**src/clock_fullscale_map.vh**
```
`ifndef CLOCK_FULLSCALE_MAP_VH
`define CLOCK_FULLSCALE_MAP_VH

// ==========================================================================
// register byte addresses
`define ADDR_SYSREF_INPUT_CONTROL 8'h2A
`define ADDR_SAMPLING_CLOCK_TUNE  8'h2B
`define ADDR_EDGE_POS_B0          8'h2C
`define ADDR_EDGE_POS_B1          8'h2D
`define ADDR_EDGE_POS_B2          8'h2E
`define ADDR_FS_CODE_A_LO         8'h30
`define ADDR_FS_CODE_A_HI         8'h31
`define ADDR_FS_CODE_B_LO         8'h32
`define ADDR_FS_CODE_B_HI         8'h33

// ==========================================================================
// reset values
`define RST_SYSREF_INPUT_CONTROL  8'h00
`define RST_SAMPLING_CLOCK_TUNE   8'h11
`define RST_EDGE_POS              24'h000000
`define RST_FS_CODE               16'hA000
`define READ_UNMAPPED             8'h00
`define RST_GAIN_HIGH             1'b1
`define RST_CLK_DELAY             2'h1

// ==========================================================================
// field positions, sysref input control
`define BIT_SYSREF_INVERT         0
`define BIT_SYSREF_DC_IN          1
`define BIT_DEVCLK_DC_IN          2
`define BIT_SYSREF_MARKER         3

// field positions, sampling clock tuning
`define MSB_CLK_DELAY             1
`define LSB_CLK_DELAY             0
`define BIT_NOISE_SUPPRESS        2
`define BIT_GAIN_HIGH             4

// ==========================================================================
// widths and delay line
`define SAMPLE_W                  16
`define EDGE_POS_W                24
`define FS_CODE_W                 16
`define DELAY_SEL_W               4
`define DELAY_TAPS                16

`endif

```
**src/pin_sync2.v**
```verilog
`timescale 1ns/1ps
`default_nettype none

// two flip-flop synchroniser for a level from outside the clock domain
module pin_sync2 (
  input  wire       clock,    // system clock
  input  wire       rst,      // async reset, active high
  input  wire       async_in, // level from a pin
  output reg        sync_out  // synchronised level
);

  reg meta_r;

  always @(posedge clock or posedge rst) begin
    if (rst) begin
      meta_r   <= 1'b0;
      sync_out <= 1'b0;
    end else begin
      meta_r   <= async_in;
      sync_out <= meta_r;
    end
  end

endmodule // pin_sync2

`default_nettype wire

```
**src/sysref_clock_fullscale_config.v**
```verilog
// Function
// both marker enables put sysref in sample lsb
// lsb insertion only when decimation is one
// invert bit flips sysref before alignment use
// bits 2 and 1 select dc input modes
// bit 4 sets high converter gain, resets one
// software should set noise suppression bit 2
// one-hot sample clock delay, resets to 0x1
// sampling clock tuning resets to 0x11
// edge position reads back 24-bit status
// edge position read-only, meaningful after capture
// software picks delay select from position
// code a sets range a, resets 0xA000
// 0x2000 minimum, 0xFFFF maximum range code
// software avoids codes below 0x2000
// code b at 0x32, resets 0xA000
// delay select picks sysref capture delay tap
// otherwise lsb carries ordinary conversion data
`timescale 1ns/1ps
`default_nettype none
`include "clock_fullscale_map.vh"

module sysref_clock_fullscale_config (
  input  wire                         clock,                        // 25 MHz system clock
  input  wire                         rst,                          // async reset, active high
  input  wire                         reg_wr_en,                    // register byte write strobe
  input  wire                         reg_rd_en,                    // register byte read strobe
  input  wire [7:0]                   reg_addr,                     // register byte address
  input  wire [7:0]                   reg_wr_data,                  // register write byte
  output reg  [7:0]                   reg_rd_data,                  // register read byte
  output reg                          reg_rd_valid,                 // read byte valid pulse
  input  wire                         sysref_pin,                   // sysref alignment input level
  input  wire                         marker_output_enable,         // general marker output enable
  input  wire                         decimation_is_one,            // converter runs with D=1
  input  wire [`DELAY_SEL_W-1:0]      sysref_delay_select,          // sysref capture delay tap
  input  wire [`EDGE_POS_W-1:0]       edge_detector_status,         // raw edge window status
  input  wire [`SAMPLE_W-1:0]         sample_in,                    // conversion sample
  input  wire                         sample_in_valid,              // conversion sample valid
  output reg  [`SAMPLE_W-1:0]         sample_out,                   // serial-link output sample
  output reg                          sample_out_valid,             // output sample valid
  output reg                          sysref_aligned,               // sysref after polarity and delay
  output reg                          sysref_captured,              // a sysref capture has happened
  output reg                          sysref_dc_input_enable,       // dc-coupled sysref input mode
  output reg                          device_clock_dc_input_enable, // dc-coupled device clock mode
  output reg                          clock_converter_gain_high,    // converter feedback gain high
  output reg                          analog_supply_noise_suppress, // supply noise suppression on
  output reg  [1:0]                   sample_clock_delay,           // one-hot sample clock delay
  output reg  [`FS_CODE_W-1:0]        full_scale_code_a,            // range code input a
  output reg  [`FS_CODE_W-1:0]        full_scale_code_b             // range code input b
);

  // ==========================================================================
  // register storage
  reg  [7:0]                sysref_input_control_r;
  reg  [7:0]                sampling_clock_tuning_r;
  reg  [`EDGE_POS_W-1:0]    sysref_edge_position_r;
  reg  [`FS_CODE_W-1:0]     fs_code_a_r;
  reg  [`FS_CODE_W-1:0]     fs_code_b_r;
  reg  [7:0]                rd_data_nxt;

  // ==========================================================================
  // sysref path
  wire                      sysref_sync;
  reg  [`DELAY_TAPS-1:0]    sysref_taps_r;
  reg                       sysref_tap_prev_r;
  wire                      sysref_polar;
  wire                      sysref_tap;
  wire                      sysref_rise;
  wire                      marker_active;

  pin_sync2 u_sysref_sync (
    .clock    (clock),
    .rst      (rst),
    .async_in (sysref_pin),
    .sync_out (sysref_sync)
  );

  // polarity applied before the signal is used for alignment
  assign sysref_polar = sysref_sync ^ sysref_input_control_r[`BIT_SYSREF_INVERT];

  // tap 0 is the undelayed sample, higher taps add one cycle each
  assign sysref_tap  = sysref_taps_r[sysref_delay_select];
  assign sysref_rise = sysref_tap & ~sysref_tap_prev_r;

  // insertion needs both enables and the non-decimating path
  assign marker_active = sysref_input_control_r[`BIT_SYSREF_MARKER] & marker_output_enable
                         & decimation_is_one;

  always @(posedge clock or posedge rst) begin
    if (rst) begin
      sysref_taps_r     <= {`DELAY_TAPS{1'b0}};
      sysref_tap_prev_r <= 1'b0;
      sysref_aligned    <= 1'b0;
    end else begin
      sysref_taps_r     <= {sysref_taps_r[`DELAY_TAPS-2:0], sysref_polar};
      sysref_tap_prev_r <= sysref_tap;
      sysref_aligned    <= sysref_tap;
    end
  end

  // ==========================================================================
  // edge position capture
  // status is taken at the chosen tap's rising edge, the point software tunes
  always @(posedge clock or posedge rst) begin
    if (rst) begin
      sysref_edge_position_r <= `RST_EDGE_POS;
      sysref_captured        <= 1'b0;
    end else if (sysref_rise) begin
      sysref_edge_position_r <= edge_detector_status;
      sysref_captured        <= 1'b1;
    end
  end

  // ==========================================================================
  // output sample lsb marker
  // the marker bit is the delayed tap, so it lines up with the alignment point
  always @(posedge clock or posedge rst) begin
    if (rst) begin
      sample_out       <= {`SAMPLE_W{1'b0}};
      sample_out_valid <= 1'b0;
    end else begin
      sample_out_valid <= sample_in_valid;
      if (marker_active) begin
        sample_out <= {sample_in[`SAMPLE_W-1:1], sysref_tap};
      end else begin
        sample_out <= sample_in;
      end
    end
  end

  // ==========================================================================
  // register writes; edge position bytes ignore writes
  // reserved bits are kept and read back as written
  always @(posedge clock or posedge rst) begin
    if (rst) begin
      sysref_input_control_r  <= `RST_SYSREF_INPUT_CONTROL;
      sampling_clock_tuning_r <= `RST_SAMPLING_CLOCK_TUNE;
      fs_code_a_r             <= `RST_FS_CODE;
      fs_code_b_r             <= `RST_FS_CODE;
    end else if (reg_wr_en) begin
      case (reg_addr)
        `ADDR_SYSREF_INPUT_CONTROL: begin
          sysref_input_control_r <= reg_wr_data;
        end
        `ADDR_SAMPLING_CLOCK_TUNE: begin
          sampling_clock_tuning_r <= reg_wr_data;
        end
        `ADDR_FS_CODE_A_LO: begin
          fs_code_a_r[7:0] <= reg_wr_data;
        end
        `ADDR_FS_CODE_A_HI: begin
          fs_code_a_r[15:8] <= reg_wr_data;
        end
        `ADDR_FS_CODE_B_LO: begin
          fs_code_b_r[7:0] <= reg_wr_data;
        end
        `ADDR_FS_CODE_B_HI: begin
          fs_code_b_r[15:8] <= reg_wr_data;
        end
        `ADDR_EDGE_POS_B0, `ADDR_EDGE_POS_B1, `ADDR_EDGE_POS_B2: begin
          sysref_edge_position_r <= sysref_edge_position_r;
        end
        default: begin
          fs_code_b_r <= fs_code_b_r;
        end
      endcase
    end
  end

  // ==========================================================================
  // register reads, one cycle after the strobe
  always @* begin
    case (reg_addr)
      `ADDR_SYSREF_INPUT_CONTROL: rd_data_nxt = sysref_input_control_r;
      `ADDR_SAMPLING_CLOCK_TUNE:  rd_data_nxt = sampling_clock_tuning_r;
      `ADDR_EDGE_POS_B0:          rd_data_nxt = sysref_edge_position_r[7:0];
      `ADDR_EDGE_POS_B1:          rd_data_nxt = sysref_edge_position_r[15:8];
      `ADDR_EDGE_POS_B2:          rd_data_nxt = sysref_edge_position_r[23:16];
      `ADDR_FS_CODE_A_LO:         rd_data_nxt = fs_code_a_r[7:0];
      `ADDR_FS_CODE_A_HI:         rd_data_nxt = fs_code_a_r[15:8];
      `ADDR_FS_CODE_B_LO:         rd_data_nxt = fs_code_b_r[7:0];
      `ADDR_FS_CODE_B_HI:         rd_data_nxt = fs_code_b_r[15:8];
      default:                    rd_data_nxt = `READ_UNMAPPED;
    endcase
  end

  always @(posedge clock or posedge rst) begin
    if (rst) begin
      reg_rd_data  <= 8'h00;
      reg_rd_valid <= 1'b0;
    end else begin
      reg_rd_valid <= reg_rd_en;
      if (reg_rd_en) begin
        reg_rd_data <= rd_data_nxt;
      end
    end
  end

  // ==========================================================================
  // configuration outputs, registered copies of the fields
  always @(posedge clock or posedge rst) begin
    if (rst) begin
      sysref_dc_input_enable       <= 1'b0;
      device_clock_dc_input_enable <= 1'b0;
      clock_converter_gain_high    <= `RST_GAIN_HIGH;
      analog_supply_noise_suppress <= 1'b0;
      sample_clock_delay           <= `RST_CLK_DELAY;
      full_scale_code_a            <= `RST_FS_CODE;
      full_scale_code_b            <= `RST_FS_CODE;
    end else begin
      sysref_dc_input_enable       <= sysref_input_control_r[`BIT_SYSREF_DC_IN];
      device_clock_dc_input_enable <= sysref_input_control_r[`BIT_DEVCLK_DC_IN];
      clock_converter_gain_high    <= sampling_clock_tuning_r[`BIT_GAIN_HIGH];
      analog_supply_noise_suppress <= sampling_clock_tuning_r[`BIT_NOISE_SUPPRESS];
      sample_clock_delay           <= sampling_clock_tuning_r[`MSB_CLK_DELAY:`LSB_CLK_DELAY];
      full_scale_code_a            <= fs_code_a_r;
      full_scale_code_b            <= fs_code_b_r;
    end
  end

endmodule // sysref_clock_fullscale_config

`default_nettype wire

```
**config.mk**
```make
export PLATFORM = sky130hd
export DESIGN_NAME = sysref_clock_fullscale_config
export DESIGN_NICKNAME = d
export VERILOG_FILES = /design/src/pin_sync2.v /design/src/sysref_clock_fullscale_config.v
export VERILOG_INCLUDE_DIRS = /design/src
export SDC_FILE = /design/constraint.sdc
export NUM_CORES = 1
export LEC_CHECK = 0
export BUFFER_PORTS_ARGS = -buffer_cell sky130_fd_sc_hd__buf_2
export CAP_MARGIN = 20
export CORE_ASPECT_RATIO = 2
export CORE_MARGIN = 5
export CORE_UTILIZATION = 40
export DETAILED_ROUTE_END_ITERATION = 16
export GPL_TIMING_DRIVEN = 0
export PLACE_DENSITY = 0.61
export SKIP_CTS_REPAIR_TIMING = 1
export SLEW_MARGIN = 40
export SYNTH_ARGS = -nofsm -noshare
export SYNTH_HDL_FRONTEND = slang
export SYNTH_SLANG_ARGS = --single-unit
```
**constraint.sdc**
```tcl
create_clock -name clock -period 5.5 [get_ports clock]
set_input_delay 1.1 -clock clock [delete_from_list [all_inputs] [get_ports clock]]
set_output_delay 1.1 -clock clock [all_outputs]
set_load 0.02 [all_outputs]
```
==> run_results.csv <==
group,metric,value,unit
worst_setup_path,end_kind,"register",
power_and_ir_drop,p_per_area,394.7,nW/um^2
sta,fmax,370.8,MHz
place,io_buffers,106,
sta,worst_pin_slew,689.7,ps
drt,drc,0,
sta,drv_slew,0,
layout,post_route_cells_drive_above_1_share,46.36,%
synth,synthMuxAreaShare,15.04,%
synth,synth_xor_area_share,0.1813,%
sta,rsz0062_at_grt,"false",
synth,yosysMostFrequentCell,"dfrtp_1",
floorplanning,die_height,165.4,microns
worst_setup_path,cpMaxStageDelayCell,"nand4_1",
synth,ys_ff_latch,132,
worst_setup_path,crit_fanout,10,
grt,grt_pass1_vias,3412,
synth,synth_top_cell_area_share,62.14,%
drt,vias,3107,
worst_hold_path,min_path_type,"reg -> reg",
sta,finClkSkew,5.409,ps
synth,netlist_area,4832,sq um
grt,overflow,0,
sta,period_share,49.03,%
power_and_ir_drop,power.leakage,0.003142,uW
synth,async_flop_share,100.0,%
synth,synth_compound_gate_area_share,6.499,%
floorplanning,pin_count,134,
synth,yosys.area_share.simple,7.405,%
layout,diodes,0,
cts,ctsHtreeMaxLevel,4,
floorplanning,rows,56,
grt,grt_pass1_wl,18.11,mm
synth,netlist_top_cells_area,"dfrtp_1 (62%), mux2_2 (12%), dfstp_2 (6.5%)",
synth,synth_edf_count,0,
sta,worst_slack,2803,ps
synth,synthDistinctLibCells,50,
layout,syn_to_final_growth,29.52,%
cts,cts_buffers,17,
drt,drt_pass1_iterations,4,
grt,grt_usage,16.78,%
cts,cts_tree,"yes",
synth,ys_seq_area_share,68.67,%
synth,ys.flop_type,"dfrtp_1",
place,placed_cell_area,5585,sq um
cts,clockBufferDepth,2,
layout,nets,508,
worst_setup_path,path_delay_family,"simple AND/OR/NAND/NOR gates",
sta,hold_violations,0,
sta,max_slew_margin,53.82,%
worst_setup_path,crit_path_start_kind,"primary input",
synth,yosys-top-cells-count,"dfrtp_1 (120), mux2_2 (51), inv_1 (13), mux2i_1 (13), dfstp_2 (12)",
drt,ant_nets,0,
sta,setup_viol,0,
synth,synthAdderAreaFrac,0,%
cts,clockRootBuffer,"clkbuf_16",
drt,wl_per_cell,19.10,microns
worst_setup_path,path_buf_inv,2,
drt,avgViaCountPerCell,5.196,
drt,dr.first_iter.drc_count,106,
drt,wirelength,11.42,mm
floorplanning,die_area,14510,sq um
worst_setup_path,cp_cell_sequence,"buf_2, clkbuf_1, and2_0, nand4_1, mux2_2",
place,place_ws,2359,ps
run,drv_cap,0,
grt,grt_max_degree,77,
layout,final_area,6259,sq um
synth,ys_warn_count,48,
cts,clkTransAtPathRegs,60,ps
worst_setup_path,worstPathRequired,5790,ps
floorplanning,initial_core_util,41.05,%
synth,synth_top_family_by_area,"multiplexers",
synth,postSynthAreaPerCell,15.39,sq um
worst_setup_path,path_class,"in -> reg",
floorplanning,die_w,87.72,microns
place,gp_congestion,0.8364,
place,dp.final_hpwl,7.917,mm
synth,synth_nets,382,
synth,syn_inst,314,
worst_setup_path,cpPeakStageDelay,540,ps
power_and_ir_drop,ir_drop,0.2411,mV
grt,antenna_found_initial,0,
synth,synth_top_cell_by_area,"dfrtp_1",
cts,clkSinkCount,132,
sta,whs,363.1,ps
sta,finalCriticalPeriod,2697,ps
cts,clk_latency,410,ps
run_status,status,"completed",
floorplanning,core,11770,sq um
worst_setup_path,cp.arrival,2990,ps
==> layout by cell type, fill, tap and decap left out, types with 4 or more instances in the layout <==
cell	count
dfstp_2	12
buf_2	107
nor2b_1	5
a22oi_1	6
nand4_1	5
clkbuf_16	17
mux2i_1	13
nand2_1	4
mux2_2	51
inv_1	12
bufinv_16	6
nand4b_1	4
dfrtp_1	120
o22ai_1	5
clkbuf_1	13
and3_1	4
==> cell type report <==
cell class                      instances  area [sq um]
Fill cell                             985          5513
Inverter                               13         56.30
Sequential cell                       132          3318
Multi-Input combinational cell        155          1414
Clock buffer                           20         446.7
Buffer                                 14         57.56
Tap cell                              145         181.4
Clock inverter                         12         226.5
Timing Repair Buffer                  107         558.0
==> registers in the layout, summed over array words and instances, names as in the netlist <==
name / flops
sample_clock_delay: 2
sysref_taps_r: 16
clock_converter_gain_high: 1
full_scale_code_a: 16
fs_code_b_r: 16
u_sysref_sync.sync_out: 1
fs_code_a_r: 16
reg_rd_valid: 1
sysref_tap_prev_r: 1
reg_rd_data: 8
sampling_clock_tuning_r: 8
u_sysref_sync.meta_r: 1
sample_out: 16
sysref_captured: 1
analog_supply_noise_suppress: 1
sample_out_valid: 1
sysref_dc_input_enable: 1
device_clock_dc_input_enable: 1
full_scale_code_b: 16
sysref_input_control_r: 8
==> worst paths after layout <==
| check | slack [ps] | start | cells after the start | end |
|---|---|---|---|---|
| worst min-delay path | 360 | u_sysref_sync.meta_r | 0 | u_sysref_sync.sync_out |
| worst max register to register | 4090 | fs_code_b_r[10] | 4 | reg_rd_data[2] |
| worst min register to register | 360 | u_sysref_sync.meta_r | 0 | u_sysref_sync.sync_out |
| max in group asynchronous | 4070 | rst | 3 | full_scale_code_a[13] |
| worst max-delay path | 2800 | reg_addr[1] | 5 | sampling_clock_tuning_r[3] |
| min in group asynchronous | 710 | rst | 2 | sample_out[8] |
==> routing by layer <==
layer  track usage, %  part of all wire (%)  wire length (microns)
met5                0                     0                      0
met4            7.193                   2.4                    276
met2            29.40                    54                   6162
met1            19.00                    37                   4229
met3            4.220                   6.6                    752
==> cells by family after synthesis <==
| logic type | count (synthesis) |
|---|---|
| DFF | 132 |
| muxes | 65 |
| and+or+nand+nor | 48 |
| AOI/OAI and AO/OA | 41 |
| buffers and inverters | 27 |
| xor gates and xnor gates | 1 |
==> metrics by stage <==
stage          cells  utilization, %  power [uW]  setup TNS (ps)
2_1_floorplan    314               -        1152               0
3_3_place_gp     565           47.10        1215          -40540
3_5_place_dp     566           47.45        1224               0
4_1_cts          598           53.17        2498               0
5_1_grt          598           53.17        2559               0
6_report         598           53.17        2470               0
==> power breakdown <==
| group | internal [uW] | leakage, uW | total, uW | switching [uW] |
|---|---|---|---|---|
| Combinational | 57.3 | 0.00112 | 157 | 99.6 |
| Sequential | 1020 | 0.00170 | 1050 | 24.1 |
| Clock | 864 | 0.000321 | 1270 | 402 |
(Power assumes the default switching activity.)
